$ cat src/rtl/pdbf_pkg.sv
// Shared constants, types and field arithmetic of the pre-pit block framer.
// Assumes a single 250 MHz clock domain; no timing counts are needed.
`default_nettype none

package pdbf_pkg;

  ////////////////////////////////////////////////////////////////////////////
  // Block geometry
  localparam int FRAMES = 16;                  // Frames in one data block
  localparam int INFO_BYTES = 6;               // Part B bytes 7 to 12
  localparam logic [3:0] IDX_FIRST = 4'h0;     // First frame, address byte 0
  localparam logic [3:0] IDX_ADDR_LAST = 4'h2; // Last address byte of Part A
  localparam logic [3:0] IDX_PAR_A0 = 4'h3;    // First byte of parity A
  localparam logic [3:0] IDX_PAR_A2 = 4'h5;    // Last byte of parity A
  localparam logic [3:0] IDX_TYPE = 4'h6;      // Selector byte, starts Part B
  localparam logic [3:0] IDX_INFO0 = 4'h7;     // First disk information byte
  localparam logic [3:0] IDX_LAYER = 4'ha;     // Layer byte for selector 0
  localparam logic [3:0] IDX_INFO_LAST = 4'hc; // Last byte covered by parity B
  localparam logic [3:0] IDX_PAR_B0 = 4'hd;    // First byte of parity B
  localparam logic [3:0] IDX_LAST = 4'hf;      // Last frame of the block

  ////////////////////////////////////////////////////////////////////////////
  // Field arithmetic: low byte of field_primitive_poly x^8+x^4+x^3+x^2+1
  localparam logic [7:0] FIELD_POLY_LOW = 8'h1d;
  // Generator (x+1)(x+a)(x+a^2) = x^3 + 07 x^2 + 0e x + 08
  localparam logic [7:0] GEN_C2 = 8'h07;
  localparam logic [7:0] GEN_C1 = 8'h0e;
  localparam logic [7:0] GEN_C0 = 8'h08;

  ////////////////////////////////////////////////////////////////////////////
  // Addresses of the lead-in layout
  localparam logic [23:0] ADDR_LEADIN_START = 24'hffdbbb;
  localparam logic [23:0] ADDR_TYPE0_FIRST = 24'hffd003;
  localparam logic [23:0] ADDR_LEADIN_END = 24'hffd000;
  localparam logic [23:0] ADDR_DATA_START = 24'hffcfff;
  localparam logic [23:0] CYCLED_TYPES = 24'h000005; // Selectors 1..5

  ////////////////////////////////////////////////////////////////////////////
  // info_type_selector codes
  localparam logic [7:0] TYPE_ADDR_LAYER = 8'h00;
  localparam logic [7:0] TYPE_APP_PHYS = 8'h01;
  localparam logic [7:0] TYPE_L1_LAST = 8'h02;
  localparam logic [7:0] TYPE_MAKER_1 = 8'h03;
  localparam logic [7:0] TYPE_MAKER_2 = 8'h04;
  localparam logic [7:0] TYPE_RESERVED = 8'h05;

  // Layer byte: frame bit 5 is byte bit 7, bits 6..12 are zero
  localparam int LAYER_BIT = 7;
  localparam logic [7:0] ZERO_BYTE = 8'h00;

  // Three-slot pit patterns of one relative address bit
  localparam logic [2:0] PIT_ONE = 3'b101;
  localparam logic [2:0] PIT_ZERO = 3'b100;

  ////////////////////////////////////////////////////////////////////////////
  // Types
  typedef enum logic {PDBF_IDLE, PDBF_SEND} pdbf_state_t;

  typedef struct packed {
    logic [7:0] r2; // Highest order parity byte
    logic [7:0] r1;
    logic [7:0] r0;
  } pdbf_par_t;

  typedef struct packed {
    logic blk_start;     // Frame 0 of a block
    logic sync_even;     // Sync code goes into the even slot of bit 0
    logic [3:0] rel;     // Relative address
    logic [11:0] rel_pits; // Four pit patterns, msb bit first
    logic [7:0] data;    // Information byte, bit 7 is frame bit 5
  } pdbf_frame_t;

  ////////////////////////////////////////////////////////////////////////////
  // Multiply two field elements
  function automatic logic [7:0] gf_mul(input logic [7:0] a,
                                        input logic [7:0] b);
    logic [7:0] acc;
    logic [7:0] sh;
    acc = 8'h00;
    sh = a;
    for (int i = 0; i < 8; i++) begin
      if (b[i]) begin
        acc = acc ^ sh;
      end
      sh = sh[7] ? ({sh[6:0], 1'b0} ^ FIELD_POLY_LOW) : {sh[6:0], 1'b0};
    end
    return acc;
  endfunction

  // Pick parity byte k (0 = highest order)
  function automatic logic [7:0] par_byte(input pdbf_par_t p,
                                          input logic [1:0] k);
    case (k)
      2'd0: return p.r2;
      2'd1: return p.r1;
      default: return p.r0;
    endcase
  endfunction

endpackage

`default_nettype wire

$ cat src/rtl/pdbf_framer.sv
// Land pre-pit data block framer: builds the 16 frames of a block and
// checks both parities of received blocks.
// Assumes the modulator asks for frames no faster than every other cycle
// and the detector delivers received bytes in frame order.
//
// Functional notes
// - Address bits sent as 101 or 100
// - Sixteen frames numbered 0000 to 1111
// - Relative address equals sector low nibble
// - Relative address has no check
// - Block address is inverted sector bits 23:4
// - Data zone starts at block address FFCFFF
// - Part A address; Part B typed information
// - Selector codes zero to five defined
// - Lead-in cycles selectors 1-5, then 0
// - Parity A over bytes 0 to 2
// - Parity B over bytes 6 to 12
// - Generator from three alpha roots
// - Sync code at bit position zero
// - Selector zero block layout
// - Sync code in the even slot
// - Layer byte bit 5, rest zero
`timescale 1ns/1ps
`default_nettype none

module pdbf_framer (
  input wire logic i_clk,
  input wire logic i_arst_n,
  input wire logic i_start,           // Begin a block, one-cycle pulse
  input wire logic [23:0] i_psn,      // Sector number of the block's frame 0
  input wire logic i_auto_type,       // Derive selector from the address
  input wire logic [7:0] i_info_type, // Selector used when not automatic
  input wire logic i_layer,           // 0 = layer 0, 1 = layer 1
  input wire logic [47:0] i_info,     // Part B bytes 7..12, byte 7 on top
  input wire logic i_frame_req,       // Modulator takes the next frame
  input wire logic i_rx_valid,        // Received byte present
  input wire logic [3:0] i_rx_rel,    // Received relative address
  input wire logic [7:0] i_rx_byte,   // Received information byte
  output pdbf_pkg::pdbf_frame_t o_frame,
  output logic o_frame_valid,
  output logic o_busy,
  output logic o_par_a_err,
  output logic o_par_b_err,
  output logic o_rx_done
);
  import pdbf_pkg::*;

  ////////////////////////////////////////////////////////////////////////////
  // Module state
  typedef struct packed {
    pdbf_state_t st;      // Transmit phase
    logic [3:0] idx;      // Next frame to send
    logic [23:0] addr;    // Block address of the current block
    logic [7:0] sel;      // info_type_selector of the current block
    logic layer;          // Layer of the current block
    logic [47:0] info;    // Part B bytes for selectors other than 0
    pdbf_frame_t frame;   // Frame on the output
    logic fvalid;         // Frame output strobe
    logic busy;           // Block in progress
    logic rx_mis;         // Mismatch seen in the current parity field
    logic a_err;          // Last parity A result
    logic b_err;          // Last parity B result
    logic rx_done;        // Last frame of a received block seen
  } pdbf_regs_t;

  pdbf_regs_t q;
  pdbf_regs_t d;

  pdbf_par_t tx_par; // Remainder of the transmit path
  pdbf_par_t rx_par; // Remainder of the receive path
  logic tx_shift;
  logic tx_clear;
  logic [7:0] tx_byte;
  logic rx_shift;
  logic rx_clear;
  logic [23:0] start_addr;

  ////////////////////////////////////////////////////////////////////////////
  // Helpers

  // True for bytes that enter a parity remainder
  function automatic logic is_msg(input logic [3:0] i);
    return (i <= IDX_ADDR_LAST) || ((i >= IDX_TYPE) && (i <= IDX_INFO_LAST));
  endfunction

  // True for the first byte of a parity-covered part
  function automatic logic is_part_start(input logic [3:0] i);
    return (i == IDX_FIRST) || (i == IDX_TYPE);
  endfunction

  // Four address bits as pit patterns
  function automatic logic [11:0] rel_pits(input logic [3:0] r);
    logic [11:0] p;
    p = '0;
    for (int b = 0; b < 4; b++) begin
      p[b*3 +: 3] = r[b] ? PIT_ONE : PIT_ZERO;
    end
    return p;
  endfunction

  // Selector that belongs at a block address
  function automatic logic [7:0] auto_type(input logic [23:0] a);
    logic [23:0] off;
    off = ADDR_LEADIN_START - a;
    // Before lead-in, the last lead-in blocks and the data zone use 0
    if ((a > ADDR_LEADIN_START) || (a <= ADDR_TYPE0_FIRST)) begin
      return TYPE_ADDR_LAYER;
    end
    return TYPE_APP_PHYS + 8'(off % CYCLED_TYPES);
  endfunction

  // Information byte of a frame
  function automatic logic [7:0] frame_byte(input pdbf_regs_t s,
                                            input pdbf_par_t p);
    logic [3:0] k;
    k = s.idx - IDX_INFO0;
    case (s.idx)
      4'h0, 4'h1, 4'h2: begin
        return s.addr[23 - 8*s.idx -: 8];
      end
      4'h3, 4'h4, 4'h5: begin
        return par_byte(p, 2'(s.idx - IDX_PAR_A0));
      end
      4'h6: begin
        return s.sel;
      end
      4'hd, 4'he, 4'hf: begin
        return par_byte(p, 2'(s.idx - IDX_PAR_B0));
      end
      default: begin
        if (s.sel != TYPE_ADDR_LAYER) begin
          return s.info[47 - 8*k -: 8];
        end else if (s.idx < IDX_LAYER) begin
          return s.addr[23 - 8*(s.idx - IDX_INFO0) -: 8];
        end else if (s.idx == IDX_LAYER) begin
          return 8'(s.layer) << LAYER_BIT;
        end
        return ZERO_BYTE;
      end
    endcase
  endfunction

  ////////////////////////////////////////////////////////////////////////////
  // Parity paths
  assign start_addr = ~{4'h0, i_psn[23:4]};
  assign tx_byte = frame_byte(q, tx_par);
  assign tx_shift = (q.st == PDBF_SEND) && i_frame_req && is_msg(q.idx);
  assign tx_clear = is_part_start(q.idx);
  // The relative address never enters a remainder
  assign rx_shift = i_rx_valid && is_msg(i_rx_rel);
  assign rx_clear = is_part_start(i_rx_rel);

  // Transmit remainder
  pdbf_rs_parity u_tx_par (
    .i_clk(i_clk),
    .i_arst_n(i_arst_n),
    .i_shift(tx_shift),
    .i_clear(tx_clear),
    .i_byte(tx_byte),
    .o_par(tx_par)
  );

  // Receive remainder
  pdbf_rs_parity u_rx_par (
    .i_clk(i_clk),
    .i_arst_n(i_arst_n),
    .i_shift(rx_shift),
    .i_clear(rx_clear),
    .i_byte(i_rx_byte),
    .o_par(rx_par)
  );

  ////////////////////////////////////////////////////////////////////////////
  // Next state
  always_comb begin
    logic mis;
    mis = 1'b0;
    d = q;
    d.fvalid = 1'b0;
    d.rx_done = 1'b0;
    // Transmit sequencer
    case (q.st)
      PDBF_IDLE: begin
        if (i_start) begin
          d.addr = start_addr;
          d.sel = i_auto_type ? auto_type(start_addr) : i_info_type;
          d.layer = i_layer;
          d.info = i_info;
          d.idx = IDX_FIRST;
          d.busy = 1'b1;
          d.st = PDBF_SEND;
        end
      end
      PDBF_SEND: begin
        if (i_frame_req) begin
          // Frame sector is the block base plus idx, so its nibble is idx
          d.frame.blk_start = (q.idx == IDX_FIRST);
          d.frame.sync_even = 1'b1;
          d.frame.rel = q.idx;
          d.frame.rel_pits = rel_pits(q.idx);
          d.frame.data = tx_byte;
          d.fvalid = 1'b1;
          if (q.idx == IDX_LAST) begin
            d.st = PDBF_IDLE;
            d.busy = 1'b0;
          end else begin
            d.idx = q.idx + 4'h1;
          end
        end
      end
      default: begin
        d.st = PDBF_IDLE;
        d.busy = 1'b0;
      end
    endcase
    // Receive checker on the parity fields
    if (i_rx_valid) begin
      case (i_rx_rel)
        4'h3, 4'h4, 4'h5: begin
          mis = i_rx_byte != par_byte(rx_par, 2'(i_rx_rel - IDX_PAR_A0));
          d.rx_mis = (i_rx_rel == IDX_PAR_A0) ? mis : (q.rx_mis | mis);
          if (i_rx_rel == IDX_PAR_A2) begin
            d.a_err = d.rx_mis;
          end
        end
        4'hd, 4'he, 4'hf: begin
          mis = i_rx_byte != par_byte(rx_par, 2'(i_rx_rel - IDX_PAR_B0));
          d.rx_mis = (i_rx_rel == IDX_PAR_B0) ? mis : (q.rx_mis | mis);
          if (i_rx_rel == IDX_LAST) begin
            d.b_err = d.rx_mis;
            d.rx_done = 1'b1;
          end
        end
        default: begin
          d.rx_mis = q.rx_mis;
        end
      endcase
    end
  end

  ////////////////////////////////////////////////////////////////////////////
  // State register
  always_ff @(posedge i_clk or negedge i_arst_n) begin
    if (!i_arst_n) begin
      q <= '0;
    end else begin
      q <= d;
    end
  end

  ////////////////////////////////////////////////////////////////////////////
  // Outputs straight from the state register
  assign o_frame = q.frame;
  assign o_frame_valid = q.fvalid;
  assign o_busy = q.busy;
  assign o_par_a_err = q.a_err;
  assign o_par_b_err = q.b_err;
  assign o_rx_done = q.rx_done;

endmodule

`default_nettype wire

$ cat src/rtl/pdbf_rs_parity.sv
// Serial remainder of I(x)*x^3 modulo the degree-three generator.
// Assumes i_clear only arrives together with i_shift on a first byte.
`timescale 1ns/1ps
`default_nettype none

module pdbf_rs_parity (
  input wire logic i_clk,
  input wire logic i_arst_n,
  input wire logic i_shift,      // Absorb i_byte this cycle
  input wire logic i_clear,      // Start a new remainder with this byte
  input wire logic [7:0] i_byte, // Message byte, highest order first
  output pdbf_pkg::pdbf_par_t o_par
);
  import pdbf_pkg::*;

  pdbf_par_t par_q; // Remainder register
  pdbf_par_t par_d;
  pdbf_par_t base;  // Remainder the byte is folded into
  logic [7:0] fb;   // Feedback term

  ////////////////////////////////////////////////////////////////////////////
  // Division step: one byte per shift, highest term first
  always_comb begin
    par_d = par_q;
    base = i_clear ? '0 : par_q;
    fb = i_byte ^ base.r2;
    if (i_shift) begin
      par_d.r2 = base.r1 ^ gf_mul(fb, GEN_C2);
      par_d.r1 = base.r0 ^ gf_mul(fb, GEN_C1);
      par_d.r0 = gf_mul(fb, GEN_C0);
    end
  end

  // Remainder register
  always_ff @(posedge i_clk or negedge i_arst_n) begin
    if (!i_arst_n) begin
      par_q <= '0;
    end else begin
      par_q <= par_d;
    end
  end

  assign o_par = par_q;

endmodule

`default_nettype wire

$ cat config.mk
export PLATFORM = sky130hd
export DESIGN_NAME = pdbf_framer
export DESIGN_NICKNAME = d
export VERILOG_FILES = /design/src/rtl/pdbf_pkg.sv /design/src/rtl/pdbf_framer.sv /design/src/rtl/pdbf_rs_parity.sv
export SDC_FILE = /design/constraint.sdc
export NUM_CORES = 1
export LEC_CHECK = 0
export BUFFER_PORTS_ARGS = -buffer_cell sky130_fd_sc_hd__buf_2
export CORE_MARGIN = 10
export CORE_UTILIZATION = 25
export DETAILED_ROUTE_END_ITERATION = 12
export PLACE_DENSITY_LB_ADDON = 0.3
export SLEW_MARGIN = 20
export SYNTH_ARGS = -nofsm -noshare
export SYNTH_HDL_FRONTEND = slang
export SYNTH_SLANG_ARGS = --single-unit
$ cat constraint.sdc
create_clock -name i_clk -period 13.9 [get_ports i_clk]
set_clock_uncertainty 0.1 [all_clocks]
set_input_delay 2.78 -clock i_clk [delete_from_list [all_inputs] [get_ports i_clk]]
set_output_delay 2.78 -clock i_clk [all_outputs]
set_load 0.03 [all_outputs]
# Yosys cells after proc, flatten, opt, wreduce, memory -nomap -nowiden
# Cells that the tools add are included.
# word_totals
register_bits	166
word_cells	193
out_inout_bits	31
in_bits	99
# classes
n_reduce_logical	31
bitwise	24
n_div	1
order_cmp	9
eq_ne	27
n_mux	63
shift	3
n_addsub	12
# ops
operator	n
8-bit 2-to-1 mux	23
8-bit bitwise XOR	14
86-bit 2-to-1 mux	1
31-bit by 33-bit variable part select with 8-bit output	2
8-bit one-hot mux with 2 select lines	4
55-bit by 33-bit variable part select with 8-bit output	1
24-bit 2-to-1 mux	2
5-bit 2-to-1 mux	7
8-bit one-hot mux with 4 select lines	1
4-bit == test (second input constant)	7
4-bit by 3-bit == test with 1-bit output (second input constant)	6
24-bit greater-than comparator (second input constant)	1
24-bit less-or-equal comparator (second input constant)	1
24-bit by 3-bit remainder unit with 24-bit output (second input constant)	1
20-bit NOT with 24-bit output	1
4-bit NOT	6
24-bit subtractor (first input constant)	1
1-bit 2-to-1 mux	20
8-bit inequality test	2
3-bit OR reduction	5
4-bit by 2-bit == test with 1-bit output (second input constant)	3
3-bit AND reduction	4
5-bit one-hot mux with 2 select lines	1
10-bit OR reduction	1
29 further kinds	55

# Longest topological paths before layout
# logic_depth
depth_word	17
ltp_mapped	35
depth_no_buf	31

# Cells and area by module
# From an unflattened synthesis, not the netlist that was laid out.
# unflattened
cells_unflattened	1618
hier_area_um2	13280.2
# modules_own_cells
module	seq_area_each_um2	cells_per_inst	instances	area_each_um2
pdbf_framer	2577.5	1284	1	9836.9
pdbf_rs_parity	600.6	167	2	1721.7

# Worst setup path before layout
# Ideal clock, no wire load.
# synth_timing
kind	input -> register
from	input port i_psn[6]
to	register q[85] (netlist bit)
t_required_ns	13.679
arrival_time_ns	10.068
setup_ns	0.121
cell_stages	32
path_slack_ns	3.610
path_buffers	2
cell_sequence	buf_4 clkinv_1 ha_1 or3b_1 buf_2 a211o_1 a22o_1 a211o_1 mux2_2 o221ai_4 o211ai_1 o211a_1 a31oi_4 o22ai_1 a2111oi_4 o211ai_1 o31ai_1 a2111oi_2 nor2_2 mux2_4 o221a_2 nand2_4 mux2_1 a311oi_2 ha_1 nand2_1 a21oi_2 mux2i_1 ha_1 nand2_1 a41o_1 o22a_1
# synth_via
elab_chain_len	8
elab_cells_between_ends	12
classes_between	add/sub (2); div (1); order compare (2); mux (5); bitwise (1); reduce/logical (1)
# synth_lines
element	line_no	text
from (decl)	pdbf_framer.sv:30	input wire logic [23:0] i_psn,
20-bit NOT with 24-bit output (*)	pdbf_framer.sv:145	assign start_addr = ~{4'h0, i_psn[23:4]};
named net start_addr[2]	pdbf_framer.sv:76	logic [23:0] start_addr;
branches (longest 5 deep; another with 24-bit subtractor)	-	
8-bit 2-to-1 mux (*)	pdbf_framer.sv:109	return TYPE_APP_PHYS + 8'(off % CYCLED_TYPES);
8-bit 2-to-1 mux (*)	pdbf_framer.sv:186	d.sel = i_auto_type ? auto_type(start_addr) : i_info_type;
to (signal assigned)	pdbf_framer.sv:245	q <= '0;
to (signal assigned)	pdbf_framer.sv:247	q <= d;
to (decl)	pdbf_framer.sv:66	pdbf_regs_t q;
# Mark *: on every way through the listed nets, which the timed path passes. The select of a mux whose other input is x is not followed.
# A chain may end at the register's enable or synchronous reset.

# Worst setup path after layout
# Ends and elaborated chain as after synthesis.

==> run metrics <==
DRC errors left=0; Primary FF master, synth=dfrtp_1; post-route ant nets=0; CTS sink cnt=151; Slew Viols, Final=0; area delta synth->final=12.5%; critical path class=primary input to flip-flop; Hold Crit Depth=2; clock slew at reported path FFs=0.07 ns; Std-Cell Rows=82; share of layout cells above drive strength 1=0.153; Sw Ratio=0.470; WL met1=18400 µm; placer congestion estimate=0.874; Vias=11.6k; Tot Pwr=3290 µW; number of buffers created by CTS=17; Post-synth EDFFs=0; CTS H-tree depth=4; final hold vios=0; Max-Cap Viols=0; Rel. slew slack=0.319; Met3 Wirelength=1720 µm; top sig layer=met4; global-route wire length before repair=62300 µm; Skew-Pair Late Insertion Delay=0.44 ns; status=complete, no violations; Mapped Cells=1565; Hold Buf Count CTS=0; multi-input logic area=8250 µm²; top cell type's share of synthesized area=0.298; DIE WIDTH=245 µm; main area contributors after synthesis=dfrtp_1, nand2_1, xnor2_1, o21ai_0, xor2_1; pwr dens=231 nW/µm²; hpwl dp=28500 µm; CTS tree=built; cell internal pwr=1750 µW; clk buf depth=2; crit start category=primary input; Yosys warning count=0; Total Wirelength=38400 µm; FF-to-FF path depth=21; Lkg Pwr=0.00593 µW; VDD IR-drop max=152 µV; IO Count=130; Tmin final=11.66 ns; initial antenna violation count=1; CP peak stage delay=0.70 ns; register area share after synthesis=0.298; Initial Utilization=0.253; Final Setup Violations=0; vias per cell=5.06; total setup buffers inserted after CTS=0; first-pass detailed-route iteration total=5; Worst Max-Slew Pin Slew=1.02 ns; Routed met2 length=17900 µm; Port Buf Inserts=121; Min-Delay Path Class=flip-flop to flip-flop; Crit. End Element=flip-flop; Hold Path Sink=q[48]; total core area=50200 µm²; Sequential Area=3780 µm²; Die Height=245 µm; die footprint=60200 µm²; Yosys top cell by area=dfrtp_1; vias in the first global route=11.1k; hold path start=q[48]; most common cell in the netlist=nand2_1; critical path data arrival time=11.89 ns; FF-to-FF setup slack=7.16 ns; WL/cell=16.8 µm; GR Overflow Total=0; Flop pwr share=0.235; synthesized area=12700 µm²; FF+latch count, synth=151; Syn Area/Cell=8.11 µm²; Critical-path top delay cell=a2111oi_0; Cell variety after synth=108; Max Fclk=0.0857 GHz; largest net degree at the start of global routing=94; setup TNS=0 ns; CP required=14.13 ns; NumNets Final=1724; final period utilization=0.839; CP most frequent cell=ha_1; Resized Gates After CTS=0; NetSw=1550 µW; Clock power frac=0.144; CTS root buf=clkbuf_16; initial DRC count=819; most frequent cells after synthesis=nand2_1, dfrtp_1, o21ai_0; Async S/R FF share, synth=1.00; RR Startpoint=q[114]; All-Layer GR Usage=0.126; unrepaired setup endpoints after global routing=no; combinational share of power=0.620; critical-path maximum fanout=21; Reg2Reg Capture Point=u_tx_par.o_par[19]; fill count=5397
cell usage in the layout, fill, tap and decap left out, types with 19 or more instances in the layout:
| cell | instances |
|---|---|
| nand2_1 | 359 |
| ha_1 | 25 |
| a21oi_1 | 55 |
| nor3_1 | 23 |
| mux2i_1 | 24 |
| nor2_1 | 80 |
| xnor2_1 | 99 |
| a22oi_1 | 35 |
| xor2_1 | 57 |
| o21ai_0 | 133 |
| inv_1 | 19 |
| buf_2 | 120 |
| nand3_1 | 31 |
| dfrtp_1 | 150 |
cells by family (layout without fill, tap and decap cells):
group,count (synthesis),after routing,share of synthesized area
AO/OA/AOI/OAI,441,441,0.257
other,1,5,0.000296
XOR/XNOR,157,157,0.109
flip-flops,151,151,0.298
AND/OR/NAND/NOR,597,597,0.209
multiplexers,48,48,0.0478
buffers and inverters,145,189,0.0548
adder cells (fa/ha/maj),25,25,0.0247
state kept, by name, indices dropped and copies added (netlist names):
| register | count |
|---|---|
| o_frame | 14 |
| u_rx_par.o_par | 24 |
| o_busy | 1 |
| o_par_b_err | 1 |
| o_rx_done | 1 |
| o_frame_valid | 1 |
| q | 84 |
| u_tx_par.o_par | 24 |
| o_par_a_err | 1 |
cell type report:
type                       count  area share
multi-input combinational   1272       0.578
clock inverter                14      0.0114
inverter                      21     0.00552
sequential                   151       0.265
timing repair buffer         137      0.0516
tap                          672      0.0589
clock buffer                  17      0.0298
antenna                        1    0.000175
critical path: cells and delay by family:
kind	cells	cell delay [ns]
buffers and inverters	3	0.54
adders and majority gates	3	0.74
AOI/OAI and AO/OA	18	5.27
muxes	1	0.24
xor gates and xnor gates	1	0.15
and+or+nand+nor	6	2.13
layer usage:
metal / track usage / vias up
met3: 0.0184 / 25
met2: 0.200 / 278
met5: 0 / -
met4: 0.0314 / 0
li1: - / 5678
met1: 0.174 / 5587
stage by stage:
step / utilization / instances / instance area [µm²] / worst slack (ns) / hold slack, ns
6_report: 0.284 / 2285 / 14300 / 2.24 / 0.374
5_1_grt: 0.284 / 2285 / 14300 / 1.42 / 0.399
4_1_cts: 0.284 / 2284 / 14300 / 2.34 / 0.379
3_5_place_dp: 0.273 / 2253 / 13700 / 1.98 / 0.362
2_1_floorplan: - / 1568 / 12700 / 3.61 / 0.340
3_3_place_gp: 0.273 / 2253 / 13700 / 2.09 / 0.356
worst max-delay path by stage:
stage | startpoint | to | depth (start not counted)
after floorplan | i_psn[6] | q[85] | 32
after global placement | i_psn[6] | q[87] | 32
after detailed placement | i_psn[6] | q[85] | 32
after CTS | i_psn[6] | q[85] | 32
after global routing | i_psn[6] | q[85] | 32
final | i_psn[6] | q[85] | 32
power by group through the flow:
stage          Sequential (µW)  Clock [µW]  Combinational [µW]
6_report                   775         475                2040
5_1_grt                    798         509                2270
4_1_cts                    773         489                2050
3_5_place_dp               780           0                2040
3_3_place_gp               774           0                2000
2_1_floorplan              714           0                1690
Note: power is estimated with default switching activity, not from simulation.
